**src/hdl/touch_report_map.svh**
```systemverilog
`ifndef TOUCH_REPORT_MAP_SVH
`define TOUCH_REPORT_MAP_SVH
`define REPORT_ID_VAL 8'h01
`define REPORT_LEN 7'h3b
`define SLOT_LEN 4'hb
`define SLOT_BASE 7'h01
`define STAMP_LO_BYTE 7'h38
`define STAMP_HI_BYTE 7'h39
`define COUNT_BYTE 7'h3a
`define DETECT_BIT 0
`define ID_LSB 3
`define IDLE_DEFAULT 8'h02
`define IDLE_UNIT_MS 4
`define STAMP_HZ 10000
`define CLK_HZ 20000000
`endif

```
**src/hdl/touch_report_pkg.sv**
```systemverilog
package touch_report_pkg;
  typedef enum logic [3:0] {
    ST_IDLE = 4'b0001,
    ST_LOAD = 4'b0010,
    ST_SEND = 4'b0100,
    ST_NEXT = 4'b1000
  } framer_state_t;
endpackage

```
**src/hdl/touch_slot_mem.sv**
```systemverilog
`timescale 1ns/1ns
// small table of touch records, registered read port
module touch_slot_mem #(
  parameter int DEPTH = 16,
  parameter int AW = 4,
  parameter int W = 49
) (
  input wire logic i_ref_clk,
  input wire logic i_we,
  input wire logic [AW-1:0] i_waddr,
  input wire logic [W-1:0] i_wdata,
  input wire logic [AW-1:0] i_raddr,
  output logic [W-1:0] o_rdata
);
  logic [W-1:0] mem [DEPTH];

  // no reset on storage; reads are registered
  always_ff @(posedge i_ref_clk) begin
    if (i_we) begin
      mem[i_waddr] <= i_wdata;
    end
    o_rdata <= mem[i_raddr];
  end
endmodule

```
**src/hdl/touch_hid_report_framer.sv**
```systemverilog
`timescale 1ns/1ns
`include "touch_report_map.svh"
// Function
// - byte 0 of every report holds the fixed report identifier 0x01
// - geometry enable selects full or reduced slot layout
// - slot byte 1 bit 0 is detect flag, reserved bits, id on top
// - touch identifiers are numbered starting at one
// - X and Y are 12 bits, low byte first, high nibble zero
// - geometry on: X, X copy, Y, Y copy at slot bytes 2-9
// - geometry on: width in slot byte 10, height in byte 11
// - geometry off: copies, width and height bytes are zero
// - five 11-byte slots occupy bytes 1 to 55
// - bytes 56-57 carry a 10 kHz scan timestamp
// - every packet of one frame carries the same timestamp
// - byte 58 active touch count in first packet, zero in later ones
// - any contact status change triggers a new report
// - idle delay set by host, default 2 meaning 8 ms
// - slots without an active touch are all zero
// - more than five touches spill into further frame packets
module touch_hid_report_framer #(
  parameter int MAX_TOUCH = 16,
  parameter int TW = 4,
  parameter int SLOTS = 5,
  parameter int IDLE_MS_CYCLES = `CLK_HZ / 1000
) (
  input wire logic i_ref_clk,
  input wire logic i_sys_rst,
  input wire logic i_geometry_report_enable,
  input wire logic i_touch_we,
  input wire logic [TW-1:0] i_touch_index,
  input wire logic i_touch_detect,
  input wire logic [11:0] i_touch_x,
  input wire logic [11:0] i_touch_y,
  input wire logic [7:0] i_touch_width,
  input wire logic [7:0] i_touch_height,
  input wire logic [TW:0] i_active_count,
  input wire logic i_set_idle,
  input wire logic [7:0] i_idle_value,
  output logic [7:0] o_tx_data,
  output logic o_tx_valid,
  output logic o_tx_last,
  input wire logic i_tx_ready,
  output logic o_busy
);
  // record: detect, x, y, width, height, pad, index
  localparam int RW = 1 + 12 + 12 + 8 + 8 + 8;
  localparam int STAMP_DIV = `CLK_HZ / `STAMP_HZ;
  localparam int MS_PER_UNIT = `IDLE_UNIT_MS;

  touch_report_pkg::framer_state_t state;
  touch_report_pkg::framer_state_t next_state;

  logic [RW-1:0] mem_rdata;
  logic [TW-1:0] mem_raddr;
  logic [15:0] stamp_div;
  logic [15:0] stamp_now;
  logic [15:0] frame_stamp;
  logic [7:0] idle_value;
  logic [7:0] idle_units;
  logic [1:0] idle_ms;
  logic [15:0] idle_cyc;
  logic change_pend;
  logic [TW:0] frame_count;
  logic [TW:0] sent_touches;
  logic first_pkt;
  logic [6:0] byte_idx;
  logic [3:0] slot_byte;
  logic [2:0] slot_num;
  logic [TW-1:0] touch_ptr;
  logic [RW-1:0] rec;
  logic fetch_pend;
  logic [7:0] data_byte;

  // storage of the latest record per touch; id also kept for the slot status byte
  touch_slot_mem #(
    .DEPTH(MAX_TOUCH),
    .AW(TW),
    .W(RW)
  ) u_mem (
    .i_ref_clk(i_ref_clk),
    .i_we(i_touch_we),
    .i_waddr(i_touch_index),
    .i_wdata({i_touch_detect, i_touch_x, i_touch_y, i_touch_width, i_touch_height,
      4'h0, i_touch_index}),
    .i_raddr(mem_raddr),
    .o_rdata(mem_rdata)
  );

  // record fields
  wire rec_det = rec[48];
  wire [11:0] rec_x = rec[47:36];
  wire [11:0] rec_y = rec[35:24];
  wire [7:0] rec_w = rec[23:16];
  wire [7:0] rec_h = rec[15:8];
  wire [TW-1:0] rec_idx = rec[TW-1:0];
  wire [4:0] rec_id = 5'(rec_idx) + 5'h01;

  // a slot carries a touch only while touches remain to be sent
  wire slot_live = (sent_touches + (TW+1)'(slot_num)) < frame_count;
  wire in_slots = (byte_idx >= `SLOT_BASE) && (byte_idx < `STAMP_LO_BYTE);
  wire geo = i_geometry_report_enable;

  // per slot byte selection
  // bytes 4, 5 and 8 to 11 of a slot read zero in the reduced layout
  logic [7:0] slot_val;
  always_comb begin
    slot_val = 8'h00;
    unique case (slot_byte)
      4'h0: slot_val = {rec_id, 2'b00, rec_det};
      4'h1: slot_val = rec_x[7:0];
      4'h2: slot_val = {4'h0, rec_x[11:8]};
      4'h3: slot_val = geo ? rec_x[7:0] : 8'h00;
      4'h4: slot_val = geo ? {4'h0, rec_x[11:8]} : 8'h00;
      4'h5: slot_val = rec_y[7:0];
      4'h6: slot_val = {4'h0, rec_y[11:8]};
      4'h7: slot_val = geo ? rec_y[7:0] : 8'h00;
      4'h8: slot_val = geo ? {4'h0, rec_y[11:8]} : 8'h00;
      4'h9: slot_val = geo ? rec_w : 8'h00;
      4'ha: slot_val = geo ? rec_h : 8'h00;
      default: slot_val = 8'h00;
    endcase
  end

  // packet byte selection
  always_comb begin
    data_byte = 8'h00;
    if (byte_idx == 7'h00) begin
      data_byte = `REPORT_ID_VAL;
    end else if (in_slots) begin
      data_byte = slot_live ? slot_val : 8'h00;
    end else if (byte_idx == `STAMP_LO_BYTE) begin
      data_byte = frame_stamp[7:0];
    end else if (byte_idx == `STAMP_HI_BYTE) begin
      data_byte = frame_stamp[15:8];
    end else if (byte_idx == `COUNT_BYTE) begin
      data_byte = first_pkt ? 8'(frame_count) : 8'h00;
    end
  end

  // 10 kHz free running scan timestamp
  // wraps after about 6.5 s; a host only compares nearby frames
  always_ff @(posedge i_ref_clk or posedge i_sys_rst) begin
    if (i_sys_rst) begin
      stamp_div <= 16'h0000;
      stamp_now <= 16'h0000;
    end else if (stamp_div == 16'(STAMP_DIV - 1)) begin
      stamp_div <= 16'h0000;
      stamp_now <= stamp_now + 16'h0001;
    end else begin
      stamp_div <= stamp_div + 16'h0001;
    end
  end

  // idle rate: host value in 4 ms units, zero means no idle reports
  // limitation: a frame longer than the idle period is followed at once by the next
  wire ms_tick = (idle_cyc == 16'(IDLE_MS_CYCLES - 1));
  wire unit_tick = ms_tick && (idle_ms == 2'(MS_PER_UNIT - 1));
  wire idle_fire = (idle_value != 8'h00) && unit_tick && (idle_units + 8'h01 >= idle_value);
  // host setting; holds the default until the first set-idle request
  always_ff @(posedge i_ref_clk or posedge i_sys_rst) begin
    if (i_sys_rst) begin
      idle_value <= `IDLE_DEFAULT;
    end else if (i_set_idle) begin
      idle_value <= i_idle_value;
    end
  end

  // idle timer restarts at the start of every frame
  // measured from frame start, so the period does not stretch with a stalling host
  always_ff @(posedge i_ref_clk or posedge i_sys_rst) begin
    if (i_sys_rst) begin
      idle_cyc <= 16'h0000;
      idle_ms <= 2'b00;
      idle_units <= 8'h00;
    end else if (state == touch_report_pkg::ST_LOAD || i_set_idle || idle_fire) begin
      idle_cyc <= 16'h0000;
      idle_ms <= 2'b00;
      idle_units <= 8'h00;
    end else begin
      idle_cyc <= ms_tick ? 16'h0000 : idle_cyc + 16'h0001;
      idle_ms <= ms_tick ? idle_ms + 2'b01 : idle_ms;
      idle_units <= unit_tick ? idle_units + 8'h01 : idle_units;
    end
  end

  // change latch: a write during a frame is kept so it is not lost
  // a write in the cycle of frame start wins over the clear
  always_ff @(posedge i_ref_clk or posedge i_sys_rst) begin
    if (i_sys_rst) begin
      change_pend <= 1'b0;
    end else if (i_touch_we) begin
      change_pend <= 1'b1;
    end else if (idle_fire) begin
      change_pend <= 1'b1;
    end else if (state == touch_report_pkg::ST_LOAD) begin
      change_pend <= 1'b0;
    end
  end

  // handshake and walk boundaries
  wire byte_go = o_tx_valid && i_tx_ready;
  wire pkt_end = byte_go && (byte_idx == `COUNT_BYTE);
  wire slot_end = byte_go && in_slots && (slot_byte == (`SLOT_LEN - 4'h1));
  wire more = (sent_touches + (TW+1)'(SLOTS)) < frame_count;
  // address the record the next fetch lands: slot 0 on frame start, the
  // following touch on a slot end; otherwise the registered read would
  // hand back the slot just finished
  wire [TW-1:0] ptr_step = touch_ptr + {{(TW-1){1'b0}}, 1'b1};
  assign mem_raddr = (state == touch_report_pkg::ST_LOAD) ? '0 :
    (slot_end ? ptr_step : touch_ptr);

  // framer sequencing
  always_comb begin
    next_state = state;
    unique case (state)
      touch_report_pkg::ST_IDLE: if (change_pend) next_state = touch_report_pkg::ST_LOAD;
      touch_report_pkg::ST_LOAD: next_state = touch_report_pkg::ST_SEND;
      touch_report_pkg::ST_SEND: if (pkt_end) next_state = touch_report_pkg::ST_NEXT;
      touch_report_pkg::ST_NEXT: next_state = more ? touch_report_pkg::ST_SEND :
        touch_report_pkg::ST_IDLE;
      default: next_state = touch_report_pkg::ST_IDLE;
    endcase
  end

  // state register
  always_ff @(posedge i_ref_clk or posedge i_sys_rst) begin
    if (i_sys_rst) begin
      state <= touch_report_pkg::ST_IDLE;
    end else begin
      state <= next_state;
    end
  end

  // frame context: count and stamp frozen for the whole frame
  // a write landing mid-frame changes neither until the next frame
  always_ff @(posedge i_ref_clk or posedge i_sys_rst) begin
    if (i_sys_rst) begin
      frame_stamp <= 16'h0000;
      frame_count <= '0;
      sent_touches <= '0;
      first_pkt <= 1'b0;
    end else if (state == touch_report_pkg::ST_LOAD) begin
      frame_stamp <= stamp_now;
      frame_count <= i_active_count;
      sent_touches <= '0;
      first_pkt <= 1'b1;
    end else if (state == touch_report_pkg::ST_NEXT) begin
      sent_touches <= sent_touches + (TW+1)'(SLOTS);
      first_pkt <= 1'b0;
    end
  end

  // byte walk; the memory read lags one cycle so each slot prefetches
  always_ff @(posedge i_ref_clk or posedge i_sys_rst) begin
    if (i_sys_rst) begin
      byte_idx <= 7'h00;
      slot_byte <= 4'h0;
      slot_num <= 3'h0;
      touch_ptr <= '0;
      fetch_pend <= 1'b0;
      rec <= '0;
    end else begin
      fetch_pend <= (state == touch_report_pkg::ST_LOAD) || slot_end ||
        (state == touch_report_pkg::ST_NEXT);
      if (fetch_pend) begin
        rec <= mem_rdata;
      end
      if (state == touch_report_pkg::ST_LOAD) begin
        byte_idx <= 7'h00;
        touch_ptr <= '0;
        slot_num <= 3'h0;
        slot_byte <= 4'h0;
      end else if (state == touch_report_pkg::ST_NEXT) begin
        byte_idx <= 7'h00;
        slot_num <= 3'h0;
        slot_byte <= 4'h0;
      end else if (byte_go) begin
        byte_idx <= byte_idx + 7'h01;
        if (slot_end) begin
          slot_byte <= 4'h0;
          slot_num <= slot_num + 3'h1;
          touch_ptr <= ptr_step;
        end else if (in_slots) begin
          slot_byte <= slot_byte + 4'h1;
        end
      end
    end
  end

  // valid held off while a record fetch is in flight
  // trade-off: one dead cycle per slot instead of a second read port
  assign o_tx_valid = (state == touch_report_pkg::ST_SEND) && !fetch_pend;
  assign o_tx_last = o_tx_valid && (byte_idx == `COUNT_BYTE);
  assign o_busy = (state != touch_report_pkg::ST_IDLE);

  // data from a flop so the byte mux never reaches the pin
  always_ff @(posedge i_ref_clk or posedge i_sys_rst) begin
    if (i_sys_rst) begin
      o_tx_data <= 8'h00;
    end else begin
      o_tx_data <= data_byte;
    end
  end
endmodule

```
**config.mk**
```make
export PLATFORM = sky130hd
export DESIGN_NAME = touch_hid_report_framer
export DESIGN_NICKNAME = d
export VERILOG_FILES = /design/src/hdl/touch_report_pkg.sv /design/src/hdl/touch_slot_mem.sv /design/src/hdl/touch_hid_report_framer.sv
export VERILOG_INCLUDE_DIRS = /design/src /design/src/hdl
export SDC_FILE = /design/constraint.sdc
export NUM_CORES = 1
export LEC_CHECK = 0
export ABC_AREA = 0
export BUFFER_PORTS_ARGS = -buffer_cell sky130_fd_sc_hd__buf_2
export CAP_MARGIN = 15
export CELL_PAD_IN_SITES_DETAIL_PLACEMENT = 0
export CELL_PAD_IN_SITES_GLOBAL_PLACEMENT = 1
export CORE_ASPECT_RATIO = 2
export CORE_UTILIZATION = 46
export DETAILED_ROUTE_END_ITERATION = 10
export PLACE_DENSITY_LB_ADDON = 0.15
export SLEW_MARGIN = 10
export SYNTH_ARGS = -nofsm -noshare
export SYNTH_HDL_FRONTEND = slang
export SYNTH_HIERARCHICAL = 1
export SYNTH_SLANG_ARGS = --single-unit
```
**constraint.sdc**
```tcl
create_clock -name i_ref_clk -period 10.1 [get_ports i_ref_clk]
set_input_delay 1.515 -clock i_ref_clk [delete_from_list [all_inputs] [get_ports i_ref_clk]]
set_output_delay 1.515 -clock i_ref_clk [all_outputs]
set_load 0.02 [all_outputs]
```
==> flow_metrics.env <==
export IMPL_outcome="completed"
export IMPL_final_period_utilization_pct=51.7
export IMPL_synth_cell_area_sq_um=36400
export IMPL_placeableCoreArea_sq_um=78200
export IMPL_total_setup_violations_reported_at_the_end_of_the_flow=0
export IMPL_max_slew_worst_pin_slew_ns=1.09
export IMPL_number_of_buffers_added_for_setup_after_cts=0
export IMPL_cts_resizes=0
export IMPL_fmax_ghz=0.192
export IMPL_grt_antenna_before_repair=5
export IMPL_critical_path_slowest_cell="sky130_fd_sc_hd__nor3_1"
export IMPL_groute_layer_met3_usage_pct=3.10
export IMPL_cts_made_buffers=83
export IMPL_grt_remaining_overflow=0
export IMPL_cp_num_buf_inv=3
export IMPL_layout_core_utilization_pct=52.1
export IMPL_worst_setup_hold_path_clk_slew_ns=0.06
export IMPL_syn_num_nets=2045
export IMPL_critPathMaxStageDelay_ns=0.79
export IMPL_syn_instance_count=1944
export IMPL_timing_critical_path_cells="buf_2, nand4bb_1, nor3_1, xnor2_1, nor2_4, buf_12, buf_4, mux4_2, a22oi_1, nand2_1"
export IMPL_synth_warning_count=6
export IMPL_crit_path_max_fanout=114
export IMPL_maxCapViolCount=0
export IMPL_fin_skew_ns=0.0234
export IMPL_grt_pass1_wl_um=127000
export IMPL_gpl_final_weighted_congestion=0.807
export IMPL_drt_drc_violations_left=0
export IMPL_cp_start_kind="input pin"
export IMPL_drtAntennaViolNets=0
export IMPL_ir_drop_mv=0.141
export IMPL_io_pins=75
export IMPL_wl_per_cell_um=27.2
export IMPL_cp_num_cells=10
export IMPL_clock_tree_htree_level_count=3
export IMPL_holdBufCountCts=0
export IMPL_unrepaired_setup_endpoints_after_global_routing="no"
export IMPL_grt_use_met1_pct=25.9
export IMPL_drive_above_1_share_pct=24.1
export IMPL_timing_slew_headroom_pct=27.4
export IMPL_critical_path_endpoint_type="register"
export IMPL_placement_rows=145
export IMPL_design_die_area_sq_um=80300
export IMPL_r2r_cells=11
export IMPL_port_buffers=74
export IMPL_final_period_minus_worst_setup_slack_ns=5.22
export IMPL_route_final_wire_length_um=85300
export IMPL_dieHeight_um=400
export IMPL_drt_first_pass_iters=6
export IMPL_critical_path_required_ns=10.64
export IMPL_critical_path_class="input pin to register"
export IMPL_aggregate_global_route_resource_usage_pct=21.8
export IMPL_critical_path_top_delay_family="buffers and inverters"
export IMPL_busiest_layer="met2"
export IMPL_grt_met2_usage_pct=40.5
export IMPL_p_leak_uw=0.0139
export IMPL_routed_via_count=18351
export IMPL_synthesis_area_per_instance_sq_um=18.7
export IMPL_die_x_um=201
export IMPL_areaGrowthSynthToFinish_pct=11.9
export IMPL_cp_data_arrival_time_ns=5.76
export IMPL_finalHoldViolations=0
export IMPL_drt_first_iter_violations=1201
export IMPL_setup_tns_ns=0
export IMPL_grt_pass1_vias=19403
export IMPL_pwr_density_cell_nw_per_um2=189
export IMPL_insertion_delay_ns=0.67
export IMPL_report_final_slew_viol_count=0
export IMPL_initial_utilization_pct=46.5
export IMPL_clock_tree_root_cell="sky130_fd_sc_hd__clkbuf_16"
export IMPL_min_path_type="register to register"
export IMPL_routed_via_density=5.84
export IMPL_tritoncts="yes"
export IMPL_tritoncts_num_sinks=935
export IMPL_dp_hpwl_um=46800
export IMPL_maximum_number_of_pins_on_one_net_before_global_route_repair=115
export IMPL_whs_path_depth=1
export IMPL_cts_path_max_buffers=3
export IMPL_finalHoldWorstSlack_ns=0.463
export IMPL_finalNetCount=2140
## metrics by stage
stage	cell area, sq um	power [uW]	setup WS [ns]	instances
6_report	40700	7700	4.88	3141
5_1_grt	40700	7930	4.35	3139
4_1_cts	40700	7780	4.82	3139
3_5_place_dp	38000	4580	4.11	2983
3_3_place_gp	38000	4570	4.20	2983
2_1_floorplan	36400	4470	3.98	1944
## power by group
group	internal (uW)	switching (uW)
sequential	4230	47.0
clock	1800	1410
combinational	68.9	148
## routing by layer
metal	wire [um]	vias to the layer above
met1	32500	9841
met2	46700	470
met3	3880	114
li1	-	7922
met4	2210	4
met5	16	-
## state kept, by name, indices dropped and copies added (netlist names), 2 cells and up
signal	cells
idle_value	8
u_mem/o_rdata	45
stamp_div	16
byte_idx	7
idle_ms	2
o_tx_data	8
touch_ptr	4
stamp_now	16
u_mem/mem	720
slot_num	3
rec	45
slot_byte	4
idle_cyc	16
frame_stamp	16
frame_count	5
sent_touches	5
idle_units	8
state	4
## cell usage in the layout, fill, tap and decap left out, types with 10 or more instances in the layout
cell type	count
sky130_fd_sc_hd__xor2_1	22
sky130_fd_sc_hd__nor2_4	15
sky130_fd_sc_hd__nor2_1	66
sky130_fd_sc_hd__clkinv_2	11
sky130_fd_sc_hd__a22oi_1	101
sky130_fd_sc_hd__dfxtp_1	45
sky130_fd_sc_hd__buf_2	74
sky130_fd_sc_hd__mux2_2	64
sky130_fd_sc_hd__edfxtp_1	720
sky130_fd_sc_hd__clkinv_1	12
sky130_fd_sc_hd__dfrtp_1	167
sky130_fd_sc_hd__nor4_1	12
sky130_fd_sc_hd__a21oi_1	17
sky130_fd_sc_hd__a211oi_1	13
sky130_fd_sc_hd__clkbuf_16	86
sky130_fd_sc_hd__buf_4	29
sky130_fd_sc_hd__ha_1	36
sky130_fd_sc_hd__o21ai_0	29
sky130_fd_sc_hd__mux4_2	180
sky130_fd_sc_hd__nand3b_1	10
sky130_fd_sc_hd__clkbuf_1	25
sky130_fd_sc_hd__nand3_1	36
sky130_fd_sc_hd__nor3_1	17
sky130_fd_sc_hd__a22o_1	11
sky130_fd_sc_hd__xnor2_1	52
sky130_fd_sc_hd__nand4_1	12
sky130_fd_sc_hd__inv_1	25
sky130_fd_sc_hd__nand2_1	96
## final cells by class
type	instances	area (sq um)
Clock buffer	113	2270
Clock inverter	43	464
Sequential cell	935	26800
Fill cell	6246	37500
Antenna cell	2	5.00
Tap cell	1029	1290
Multi-Input combinational cell	888	9190
Timing Repair Buffer	105	628
Inverter	26	103
## path summary, 6_finish.rpt
kind	startpoint	end	slack, ns
worst max-delay path	i_tx_ready	u_mem/o_rdata[18]$_DFF_P_	4.88
worst min-delay path	u_mem/o_rdata[1]$_DFF_P_	rec[1]$_DFFE_PP0P_	0.46
worst max register to register	slot_byte[0]$_DFFE_PP0P_	u_mem/o_rdata[18]$_DFF_P_	4.98
worst min register to register	u_mem/o_rdata[1]$_DFF_P_	rec[1]$_DFFE_PP0P_	0.46
max in group asynchronous	i_sys_rst	fetch_pend$_DFF_PP0_	7.42
min in group asynchronous	i_sys_rst	stamp_now[15]$_DFFE_PP0N_	1.05
Note: power is estimated with default switching activity, not from simulation.
